**config.mk**
```make
export PLATFORM = sky130hd
export DESIGN_NAME = uswcc_ctrl
export DESIGN_NICKNAME = d
export VERILOG_FILES = /design/src/uswcc_pkg.sv /design/src/uswcc_ctrl.sv /design/src/uswcc_pin_sync.sv
export SDC_FILE = /design/constraint.sdc
export NUM_CORES = 1
export LEC_CHECK = 0
export ABC_AREA = 1
export BUFFER_PORTS_ARGS = -buffer_cell sky130_fd_sc_hd__buf_4
export CAP_MARGIN = 20
export CORE_MARGIN = 1.5
export CORE_UTILIZATION = 44
export DETAILED_ROUTE_END_ITERATION = 12
export PLACE_DENSITY_LB_ADDON = 0.05
export SKIP_CTS_REPAIR_TIMING = 1
export SLEW_MARGIN = 40
export SYNTH_ARGS = -nofsm -noshare
export SYNTH_HDL_FRONTEND = slang
export SYNTH_SLANG_ARGS = --single-unit
export TNS_END_PERCENT = 50
```
**constraint.sdc**
```tcl
create_clock -name ref_clk -period 1.2 [get_ports ref_clk]
set_input_delay 0.18 -clock ref_clk [delete_from_list [all_inputs] [get_ports ref_clk]]
set_output_delay 0.18 -clock ref_clk [all_outputs]
set_load 0.03 [all_outputs]
```
**src/uswcc_pkg.sv**
```systemverilog
// Constants, types and reset values for the serial wire clock control block
// Operation
// Mode 00: outputs, hold, start detector off
// Three-wire: data output replaces port latch bit
// Three-wire: data-in and clock pins stay ordinary
// Master software toggles clock latch for pulses
// Two-wire: open-drain drivers enabled by direction
// SDA pulled low when data or latch zero
// SCL pulled low by latch zero or hold
// Start condition holds SCL until flag cleared
// Two-wire: inputs unchanged, pull-ups disabled
// Mode 11: counter overflow also holds SCL
// Pin clock: output updates on opposite edge
// Strobe or timer clock: output latch transparent
// Source 00: strobe write clocks register, counter
// External source: strobe select picks toggle clocking
// Counter increments once per selected clock
// Inputs work in every wire mode
// Counter wraps to zero, sets overflow flag
package uswcc_pkg;

   localparam int USWCC_DATA_W = 8;
   localparam int USWCC_CNT_W = 4;

   // Wire mode codes
   localparam logic [1:0] USWCC_WM_OFF = 2'h0;
   localparam logic [1:0] USWCC_WM_THREE = 2'h1;
   localparam logic [1:0] USWCC_WM_TWO = 2'h2;
   localparam logic [1:0] USWCC_WM_TWO_OVF = 2'h3;

   // Clock source codes
   localparam logic [1:0] USWCC_CS_SOFT = 2'h0;
   localparam logic [1:0] USWCC_CS_TIMER = 2'h1;
   localparam logic [1:0] USWCC_CS_EXT_POS = 2'h2;
   localparam logic [1:0] USWCC_CS_EXT_NEG = 2'h3;

   // Bit positions inside the select codes and the data register
   localparam int USWCC_WM_TWO_BIT = 1;
   localparam int USWCC_CS_EXT_BIT = 1;
   localparam int USWCC_CS_NEG_BIT = 0;
   localparam int USWCC_MSB = USWCC_DATA_W - 1;

   localparam logic [USWCC_CNT_W-1:0] USWCC_CNT_MAX = 4'hF;
   localparam logic [USWCC_CNT_W-1:0] USWCC_CNT_ONE = 4'h1;
   localparam logic [USWCC_CNT_W-1:0] USWCC_CNT_RST = 4'h0;
   localparam logic [USWCC_DATA_W-1:0] USWCC_DATA_RST = 8'h00;

   // Number of pin inputs passing through synchronisers
   localparam int USWCC_NUM_SYNC = 2;
   localparam int USWCC_SYNC_SDA = 0;
   localparam int USWCC_SYNC_SCL = 1;

   typedef struct packed {
      logic s1;
      logic s2;
      logic s3;
      logic level;
   } uswcc_sync_t;

   // Synchronisers start at the idle-high line level
   localparam uswcc_sync_t USWCC_SYNC_RST = '1;

   typedef struct packed {
      logic [USWCC_DATA_W-1:0] data;
      logic [USWCC_CNT_W-1:0] cnt;
      logic dout_latch;
      logic start_flag;
      logic ovf_flag;
      logic sda_prev;
      logic scl_prev;
      logic do_out;
      logic do_oe;
      logic do_pu;
      logic sda_out;
      logic sda_oe;
      logic sda_pu;
      logic scl_out;
      logic scl_oe;
      logic scl_pu;
   } uswcc_state_t;

   // Edge history starts at the idle-high line level, so reset gives no false edge
   localparam uswcc_state_t USWCC_STATE_RST = '{sda_prev: 1'b1, scl_prev: 1'b1, default: '0};

endpackage
```
**src/uswcc_ctrl.sv**
```systemverilog
// Pin control, clock source and counter logic of the universal serial unit
module uswcc_ctrl
   import uswcc_pkg::*;
(
   input wire logic ref_clk,
   input wire logic reset_n,
   input wire logic [1:0] wire_mode_select,
   input wire logic [1:0] clock_source_select,
   input wire logic clock_strobe_select,
   input wire logic clock_strobe_write,
   input wire logic clock_toggle_strobe,
   input wire logic timer_compare_match,
   input wire logic data_reg_wr,
   input wire logic [7:0] data_reg_wdata,
   input wire logic counter_wr,
   input wire logic [3:0] counter_wdata,
   input wire logic start_flag_clr,
   input wire logic overflow_flag_clr,
   input wire logic port_do_latch,
   input wire logic port_do_dir,
   input wire logic port_sda_latch,
   input wire logic port_sda_dir,
   input wire logic port_scl_latch,
   input wire logic port_scl_dir,
   input wire logic sda_in,
   input wire logic scl_in,
   output logic [7:0] data_reg_value,
   output logic [3:0] four_bit_counter,
   output logic start_condition_flag,
   output logic counter_overflow_flag,
   output logic do_out,
   output logic do_oe,
   output logic do_pullup,
   output logic sda_out,
   output logic sda_oe,
   output logic sda_pullup,
   output logic scl_out,
   output logic scl_oe,
   output logic scl_pullup
);

   uswcc_state_t st_r;
   uswcc_state_t st_nxt;

   logic [USWCC_NUM_SYNC-1:0] pin_raw;
   logic [USWCC_NUM_SYNC-1:0] pin_level;

   assign pin_raw[USWCC_SYNC_SDA] = sda_in;
   assign pin_raw[USWCC_SYNC_SCL] = scl_in;

   // Inputs are sampled in every wire mode
   generate
      for (genvar i = 0; i < USWCC_NUM_SYNC; i++) begin : g_sync
         uswcc_pin_sync u_sync (
            .ref_clk(ref_clk),
            .reset_n(reset_n),
            .pin_async(pin_raw[i]),
            .level_q(pin_level[i])
         );
      end
   endgenerate

   // True for the two open-drain wire modes
   function automatic logic is_two_wire(input logic [1:0] wm);
      is_two_wire = wm[USWCC_WM_TWO_BIT];
   endfunction

   // True when the pin clock edge detector is the clock source
   function automatic logic is_pin_clock(input logic [1:0] cs, input logic sel);
      is_pin_clock = cs[USWCC_CS_EXT_BIT] && !sel;
   endfunction

   logic sda_f;
   logic scl_f;
   logic scl_rise;
   logic scl_fall;
   logic sample_edge;
   logic update_edge;
   logic shift_clk;
   logic start_seen;
   logic scl_hold;
   logic dout_eff;
   logic two_wire;
   logic pin_clk;

   always_comb begin
      sda_f = pin_level[USWCC_SYNC_SDA];
      scl_f = pin_level[USWCC_SYNC_SCL];
      scl_rise = scl_f && !st_r.scl_prev;
      scl_fall = !scl_f && st_r.scl_prev;
      two_wire = is_two_wire(wire_mode_select);
      pin_clk = is_pin_clock(clock_source_select, clock_strobe_select);
      // Sampling edge is rising when bit 0 of the source code is clear, falling when it is set
      if (clock_source_select[USWCC_CS_NEG_BIT]) begin
         sample_edge = scl_fall;
         update_edge = scl_rise;
      end else begin
         sample_edge = scl_rise;
         update_edge = scl_fall;
      end
      shift_clk = 1'b0;
      // Pin clock works regardless of mode
      // Selected source clocks counter
      case (clock_source_select)
         USWCC_CS_SOFT: begin
            // Strobe write clocks once
            shift_clk = clock_strobe_write && clock_strobe_select;
         end
         USWCC_CS_TIMER: begin
            shift_clk = timer_compare_match;
         end
         USWCC_CS_EXT_POS, USWCC_CS_EXT_NEG: begin
            // Select bit picks toggle strobe
            if (clock_strobe_select) begin
               shift_clk = clock_toggle_strobe;
            end else begin
               shift_clk = sample_edge;
            end
         end
         default: begin
            shift_clk = 1'b0;
         end
      endcase
   end

   always_comb begin
      st_nxt = st_r;
      st_nxt.sda_prev = sda_f;
      st_nxt.scl_prev = scl_f;

      // Data register: software write wins over a shift
      if (data_reg_wr) begin
         st_nxt.data = data_reg_wdata;
      end else if (shift_clk) begin
         st_nxt.data = {st_r.data[USWCC_MSB-1:0], sda_f};
      end

      // Counter wraps and sets overflow
      if (counter_wr) begin
         st_nxt.cnt = counter_wdata;
      end else if (shift_clk) begin
         st_nxt.cnt = st_r.cnt + USWCC_CNT_ONE;
      end
      if (overflow_flag_clr) begin
         st_nxt.ovf_flag = 1'b0;
      end
      if (!counter_wr && shift_clk && (st_r.cnt == USWCC_CNT_MAX)) begin
         st_nxt.ovf_flag = 1'b1;
      end

      // Start condition sets flag; set beats clear
      // Start detector only in the two-wire modes 10 and 11
      start_seen = two_wire && scl_f && st_r.sda_prev && !sda_f;
      if (start_flag_clr) begin
         st_nxt.start_flag = 1'b0;
      end
      if (start_seen) begin
         st_nxt.start_flag = 1'b1;
      end

      // Output latch moves on the edge opposite to sampling
      if (pin_clk && update_edge) begin
         st_nxt.dout_latch = st_r.data[USWCC_MSB];
      end
      // Transparent latch for strobe and timer sources
      if (pin_clk) begin
         dout_eff = st_r.dout_latch;
      end else begin
         dout_eff = st_nxt.data[USWCC_MSB];
      end

      // Start hold of SCL
      // Overflow hold in mode 11
      scl_hold = st_nxt.start_flag
         || ((wire_mode_select == USWCC_WM_TWO_OVF) && st_nxt.ovf_flag);

      // Data output pin: ordinary port unless three-wire
      st_nxt.do_oe = port_do_dir;
      st_nxt.do_pu = !port_do_dir && port_do_latch;
      if (wire_mode_select == USWCC_WM_THREE) begin
         // Serial data replaces latch bit
         st_nxt.do_out = dout_eff;
      end else begin
         // Ordinary port operation
         st_nxt.do_out = port_do_latch;
      end

      if (two_wire) begin
         // Open-drain drivers gated by direction
         // SDA low on data or latch zero
         st_nxt.sda_out = 1'b0;
         st_nxt.sda_oe = port_sda_dir && (!dout_eff || !port_sda_latch);
         // SCL low on latch zero or hold
         st_nxt.scl_out = 1'b0;
         st_nxt.scl_oe = port_scl_dir && (!port_scl_latch || scl_hold);
         // Pull-ups off in two-wire mode
         st_nxt.sda_pu = 1'b0;
         st_nxt.scl_pu = 1'b0;
      end else begin
         // Data-in and clock pins act as plain port
         // No hold, no drive override
         st_nxt.sda_out = port_sda_latch;
         st_nxt.sda_oe = port_sda_dir;
         st_nxt.sda_pu = !port_sda_dir && port_sda_latch;
         st_nxt.scl_out = port_scl_latch;
         st_nxt.scl_oe = port_scl_dir;
         st_nxt.scl_pu = !port_scl_dir && port_scl_latch;
      end
   end

   always_ff @(posedge ref_clk) begin
      if (!reset_n) begin
         st_r <= USWCC_STATE_RST;
      end else begin
         st_r <= st_nxt;
      end
   end

   assign data_reg_value = st_r.data;
   assign four_bit_counter = st_r.cnt;
   assign start_condition_flag = st_r.start_flag;
   assign counter_overflow_flag = st_r.ovf_flag;
   assign do_out = st_r.do_out;
   assign do_oe = st_r.do_oe;
   assign do_pullup = st_r.do_pu;
   assign sda_out = st_r.sda_out;
   assign sda_oe = st_r.sda_oe;
   assign sda_pullup = st_r.sda_pu;
   assign scl_out = st_r.scl_out;
   assign scl_oe = st_r.scl_oe;
   assign scl_pullup = st_r.scl_pu;

endmodule

```
**src/uswcc_pin_sync.sv**
```systemverilog
// Three-stage pin synchroniser with agreement filter
module uswcc_pin_sync
   import uswcc_pkg::*;
(
   input wire logic ref_clk,
   input wire logic reset_n,
   input wire logic pin_async,
   output logic level_q
);

   uswcc_sync_t st_r;
   uswcc_sync_t st_nxt;

   always_comb begin
      st_nxt = st_r;
      st_nxt.s1 = pin_async;
      st_nxt.s2 = st_r.s1;
      st_nxt.s3 = st_r.s2;
      // Change accepted only once second and third stages agree
      if (st_r.s2 == st_r.s3) begin
         st_nxt.level = st_r.s3;
      end
   end

   always_ff @(posedge ref_clk) begin
      if (!reset_n) begin
         st_r <= USWCC_SYNC_RST;
      end else begin
         st_r <= st_nxt;
      end
   end

   assign level_q = st_r.level;

endmodule

```
After elaboration in Yosys (flattened, before gate mapping)
Cells that the tools add are included.
{ "classes": {"addsub": 1, "n_eq_ne": 8, "muxes": 15, "n_bitwise": 1, "reduce_logical": 35} }
{ "op_table": {"columns": ["cell", "count"], "rows": [
  ["$logic_and A1 B1 Y1", 16],
  ["$mux W8", 2],
  ["$logic_not A1 Y1", 11],
  ["$mux W1", 9],
  ["$mux W4", 2],
  ["$eq A2 B2 Y1 const B", 3],
  ["$mux W5", 1],
  ["$add A4 B1 Y4 const B", 1],
  ["$eq A2 B1 Y1 const B", 2],
  ["$eq A4 B4 Y1 const B", 1],
  ["$reduce_bool A2 Y1", 2],
  ["$reduce_or A2 Y1", 2],
  ["$logic_or A1 B1 Y1", 3],
  ["$pmux W1 S3", 1],
  ["$eq A1 B1 Y1", 2],
  ["$logic_not A2 Y1", 1],
  ["$not A1 Y1", 1]
]} }
{ "word_totals": {"register_bits": 34, "input_bits": 34, "output_inout_bits": 23, "elab_cells": 85} }

Longest topological paths before layout
{ "depth": {"depth_word": 13, "ltp_mapped": 12, "ltp_nobuf": 11} }

Cells and area by module
From an unflattened synthesis, not the netlist that was laid out.
{ "unflattened": {"cells_unflattened": 214, "hier_area_um2": 1607.8} }
{ "by_module_without_submodules": {"columns": ["module", "instances", "cells_each", "area_per_inst_um2", "seq_area_each_um2"], "rows": [
  ["uswcc_ctrl", 1, 180, 1340.0, 520.5],
  ["uswcc_pin_sync", 2, 17, 133.9, 80.1]
]} }

Least setup slack after synthesis
No wires, ideal clock.
{ "synth_path": {"path_kind": "register to register", "startpoint": "reg g_sync[1].u_sync.st_r (netlist bit g_sync[1].u_sync.level_q)", "endpoint": "reg st_r (netlist bit do_out)", "setup_ns": 0.109, "arrival_ns": 1.160, "t_required_ns": 1.091, "path_slack_ns": -0.069, "stages_incl_launch_ff": 13, "path_buffers": 1, "synth_period_minus_slack_ns": 1.269, "cell_sequence": "dfxtp_1 > inv_2 > nand3_1 > nand3_2 > nand2_4 > nand2_4 > buf_6 > nand2_1 > nand3_1 > nand3_1 > nand3_1 > nand2_1 > inv_1"} }
{ "synth_via": {"elab_chain_len": 9, "elab_cells_between_ends": 10, "cone_classes": "mux: 7; reduce/logical: 3"} }
{ "synth_rtl": {"columns": ["item", "line", "rtl"], "rows": [
  ["start: declaration", "uswcc_pin_sync.sv:11", "uswcc_sync_t st_r;"],
  ["start signal: assignment", "uswcc_pin_sync.sv:29", "st_r <= st_nxt;"],
  ["$logic_not A1 Y1", "uswcc_ctrl.sv:90", "scl_fall = !scl_f && st_r.scl_prev;"],
  ["$logic_and A1 B1 Y1", "uswcc_ctrl.sv:90", null],
  ["$mux W1 (*)", "uswcc_ctrl.sv:94", "if (clock_source_select[USWCC_CS_NEG_BIT]) begin"],
  ["$mux W1 (*)", "uswcc_ctrl.sv:114", "if (clock_strobe_select) begin"],
  ["$pmux W1 S3 (*)", "uswcc_ctrl.sv:104", "case (clock_source_select)"],
  ["$mux W8 (*)", "uswcc_ctrl.sv:134", "end else if (shift_clk) begin"],
  ["$mux W8 (*)", "uswcc_ctrl.sv:132", "if (data_reg_wr) begin"],
  ["$mux W1 (*)", "uswcc_ctrl.sv:166", "if (pin_clk) begin"],
  ["$mux W1 (*)", "uswcc_ctrl.sv:180", "if (wire_mode_select == USWCC_WM_THREE) begin"],
  ["end signal: assignment", "uswcc_ctrl.sv:215", "st_r <= st_nxt;"],
  ["end: declaration", "uswcc_ctrl.sv:42", "uswcc_state_t st_r;"]
]} }
Every way passes the cells marked *; elsewhere a longest branch is shown, timed or not. The select of a mux whose other input is x is not followed.
A chain may end at the register's enable or synchronous reset.

Worst setup path in the final report
{ "layout_path": {"startpoint": "reg g_sync[1].u_sync.st_r (netlist bit g_sync[1].u_sync.level_q)", "endpoint": "reg st_r (netlist bit sda_oe)"} }
{ "layout_via": {"elab_chain_len": 12, "elab_cells_between_ends": 13, "cone_classes": "mux: 7; reduce/logical: 6"} }
{ "layout_rtl": {"columns": ["item", "line", "rtl"], "rows": [
  ["$logic_not A1 Y1", "uswcc_ctrl.sv:90", null],
  ["$logic_and A1 B1 Y1", "uswcc_ctrl.sv:90", null],
  ["$mux W1 (*)", "uswcc_ctrl.sv:94", null],
  ["$mux W1 (*)", "uswcc_ctrl.sv:114", null],
  ["$pmux W1 S3 (*)", "uswcc_ctrl.sv:104", null],
  ["$mux W8 (*)", "uswcc_ctrl.sv:134", null],
  ["$mux W8 (*)", "uswcc_ctrl.sv:132", null],
  ["$mux W1 (*)", "uswcc_ctrl.sv:166", null],
  ["$logic_not A1 Y1 (*)", "uswcc_ctrl.sv:192", "st_nxt.sda_oe = port_sda_dir && (!dout_eff || !port_sda_latch);"],
  ["$logic_or A1 B1 Y1 (*)", "uswcc_ctrl.sv:192", null],
  ["$logic_and A1 B1 Y1 (*)", "uswcc_ctrl.sv:192", null],
  ["$mux W5 (*)", "uswcc_ctrl.sv:188", "if (two_wire) begin"]
]} }
Marked as above.

==> flow_metrics.py <==
metrics = {
    "power": {
        "clkPwrFrac_pct": 28.8,
        "total_power_mw": 2.41,
        "vdd_drop_max_v": 0.000783,
        "p_leak_nw": 1.05,
        "switching_share_pct": 29.6,
        "powerDensity_nw_per_um2": 1100,
        "p_seq_share_pct": 50.3,
        "combPwrFrac_pct": 20.9,
        "intPower_mw": 1.69,
        "power.switching_mw": 0.713,
    },
    "worst_setup_path": {
        "critical_path_required_ns": 1.47,
        "worst_ep_arrival_time_ns": 1.53,
        "cp-start-kind": "register",
        "cp_num_buf_inv": 1,
        "timing.rr.end": "sda_oe$_SDFF_PN0_",
        "cp-end-kind": "register",
        "r2r_start": "g_sync[1].u_sync.level_q$_SDFFE_PN1N_",
        "rrSetupSlack_ns": -0.06,
        "crit_type": "register to register",
        "ff2ff_path_depth": 10,
        "crit_chain": "nand3_1, nand3_2, nand2_4, nand2_8, nand2_2, nand3_2, nand3_1, nand3_1, nand2_1, inv_1",
        "path_max_fanout": 8,
        "slowest_delay_ns": 0.38,
        "crit_top_cell": "nand3_1",
        "cp_top_family": "simple AND/OR/NAND/NOR gates",
        "crit_slowest_cell": "dfxtp_4",
    },
    "timing": {
        "setup_viol": 10,
        "holdWs_ns": 0.0650,
        "maxSlewViolCount": 0,
        "slew_headroom_pct": 73.1,
        "post-route-period-util_pct": 105,
        "rsz0062_at_grt": "true",
        "max_freq_mhz": 794,
        "tightest_slew_ns": 0.403,
        "finalHoldViolCount": 0,
        "min_period_ns": 1.26,
        "setup_ws_ns": -0.0592,
        "worst_clock_skew_ns": 0.0109,
        "setup_tns_ns": -0.195,
    },
    "floorplan": {
        "core_um2": 3390,
        "die-area_um2": 3940,
        "num_io_pins": 57,
        "die_h_um": 62.8,
        "rows": 21,
        "start_util_pct": 46.4,
        "die_x_um": 62.8,
    },
    "detailed_routing": {
        "avgViaCountPerCell": 4.52,
        "via_count": 1400,
        "drt_wl_total_mm": 3.28,
        "first_pass_iters": 6,
        "final_antenna_net_count": 0,
        "wl_per_cell_um": 10.6,
        "dr.first_iter.drc_count": 47,
        "remaining_drc_errors": 0,
    },
    "grt": {
        "grt_antenna_before_repair": 0,
        "grt_pass1_vias": 1238,
        "grt_pass1_wl_mm": 5.49,
        "grt_max_degree": 13,
        "grt_use_total_pct": 17.9,
        "grt-ovfl-total": 0,
    },
    "cells_and_area": {
        "syn_to_final_growth_pct": 38.6,
        "final_area_um2": 2180,
        "layout_common_cells": "63 x buf_4, 41 x nand2_1, 28 x dfxtp_1",
        "drive_above_1_share_pct": 41.7,
        "n_antenna_cell": 0,
        "layout.nets": 298,
        "final_common_cell": "buf_4",
    },
    "clocking": {
        "cts_sinks": 34,
        "cts-root-buf": "clkbuf_4",
        "clockBufferDepth": 2,
        "cts_buffers": 5,
        "cts_tree": "yes",
        "cts_htree_levels": 2,
        "clkSlewWorstSetupHoldPaths_ns": 0.12,
        "insertion_delay_ns": 0.35,
    },
    "hold_path": {
        "hold-path-cell-count": 3,
        "hold_start": "port_sda_latch",
        "hold_end": "sda_out$_SDFF_PP0_",
        "hold_path_class": "input pin to register",
    },
    "synthesis": {
        "async_reset_ff_share_pct": 0,
        "syn_area_per_cell_um2": 7.79,
        "yosysWarnings": 0,
        "syn-instance-count": 202,
        "synth_edf_count": 0,
        "synth_ff_type": "dfxtp_1",
        "syn-num-nets": 237,
        "synth.distinct_cells": 28,
        "ys_ff_latch": 34,
        "syn_area_um2": 1570,
        "yosys.area.top_type": "dfxtp_1",
        "synth.area.top_cells": "dfxtp_1 43%, nand2_1 10%, nand3_1 6.0%",
        "synth_top_cell_area_share_pct": 43.3,
        "ys_seq_area_share_pct": 43.3,
    },
    "run_status": {
        "status": "finished, violations left",
        "failed_checks": "negative setup slack",
    },
    "placement": {
        "dp_hpwl_mm": 2.46,
        "io_buffers": 56,
        "gp_congestion": 0.764,
        "dpl_cell_area_um2": 2020,
    },
    "run": {
        "maxCapViolations": 0,
    },
}
-- synth_stat cells (2+ instances only) --
cell type / count
dfxtp_1: 34
buf_2: 2
nand3_1: 19
or2_2: 7
o21ai_0: 5
nand2_1: 42
nor2_1: 11
a21oi_1: 7
nand2_2: 4
nor3_1: 4
inv_2: 4
buf_4: 12
inv_1: 25
clkbuf_1: 2
nand2_4: 2
a31oi_1: 7
a31oi_2: 4
-- power by group through the flow --
stage,clock network [mW],registers [mW],logic [mW]
floorplan,0,1.26,0.272
global placement,0,1.24,0.473
detailed placement,0,1.24,0.475
CTS,0.705,1.21,0.476
global route,0.759,1.22,0.546
finish,0.693,1.21,0.502
-- tightest hold or removal path: cells and delay by family --
family                 cells  cell delay (ns)
buffers and inverters      2             0.13
and+or+nand+nor            1             0.08
-- cell type report --
class                      count  area (µm²)
multi-input combinational    121         687
clock buffer                   6        51.3
timing repair buffer          71         566
clock inverter                 2        12.5
sequential                    34         691
inverter                      30         115
tap                           46        57.6
fill                         298        1210
-- sequential cells by signal, indices dropped and copies added (netlist names), 2 cells and up --
signal and flops:
st_r 3, g_sync.u_sync.level_q 2, g_sync.u_sync.st_nxt 4, g_sync.u_sync.st_r 2, data_reg_value 8, four_bit_counter 4
-- kinds of logic (layout without fill, tap and decap cells) --
| family | after synthesis | count (layout) | synth area share (%) |
|---|---|---|---|
| compound gates | 26 | 26 | 11.8 |
| xor+xnor | 1 | 1 | 0.557 |
| fa+ha+maj | 1 | 1 | 0.795 |
| buf+inv | 47 | 109 | 14.7 |
| flops | 34 | 34 | 43.3 |
| simple gates | 93 | 93 | 28.9 |
-- metrics by stage --
step	std cells	setup WS [ns]	util (%)
floorplan	202	-0.0115	-
finish	310	-0.0592	64.3
CTS	304	-0.117	61.5
global route	310	-0.175	64.3
global placement	296	-0.0568	59.6
detailed placement	296	-0.125	59.6
-- per-layer routing --
layer  track usage [%]  routed length [µm]  part of all wire, %
met3              7.21                 172                  5.2
met1              22.7                1530                   47
met4              6.67                  56                  1.7
met5                 0                   0                    0
met2              27.3                1520                   46
-- worst max path at each step --
stage,from,to,slack (ns),cells past startpoint
floorplan,st_r[9]$_SDFF_PN1_,do_out$_SDFF_PN0_,-0.01,12
global placement,st_r[9]$_SDFF_PN1_,data_reg_value[2]$_SDFFE_PN0P_,-0.06,8
detailed placement,clock_source_select[0],data_reg_value[2]$_SDFFE_PN0P_,-0.13,7
CTS,g_sync[1].u_sync.level_q$_SDFFE_PN1N_,data_reg_value[2]$_SDFFE_PN0P_,-0.12,8
global route,g_sync[1].u_sync.level_q$_SDFFE_PN1N_,sda_oe$_SDFF_PN0_,-0.17,11
finish,g_sync[1].u_sync.level_q$_SDFFE_PN1N_,sda_oe$_SDFF_PN0_,-0.06,10
Note: power is estimated with default switching activity, not from simulation.
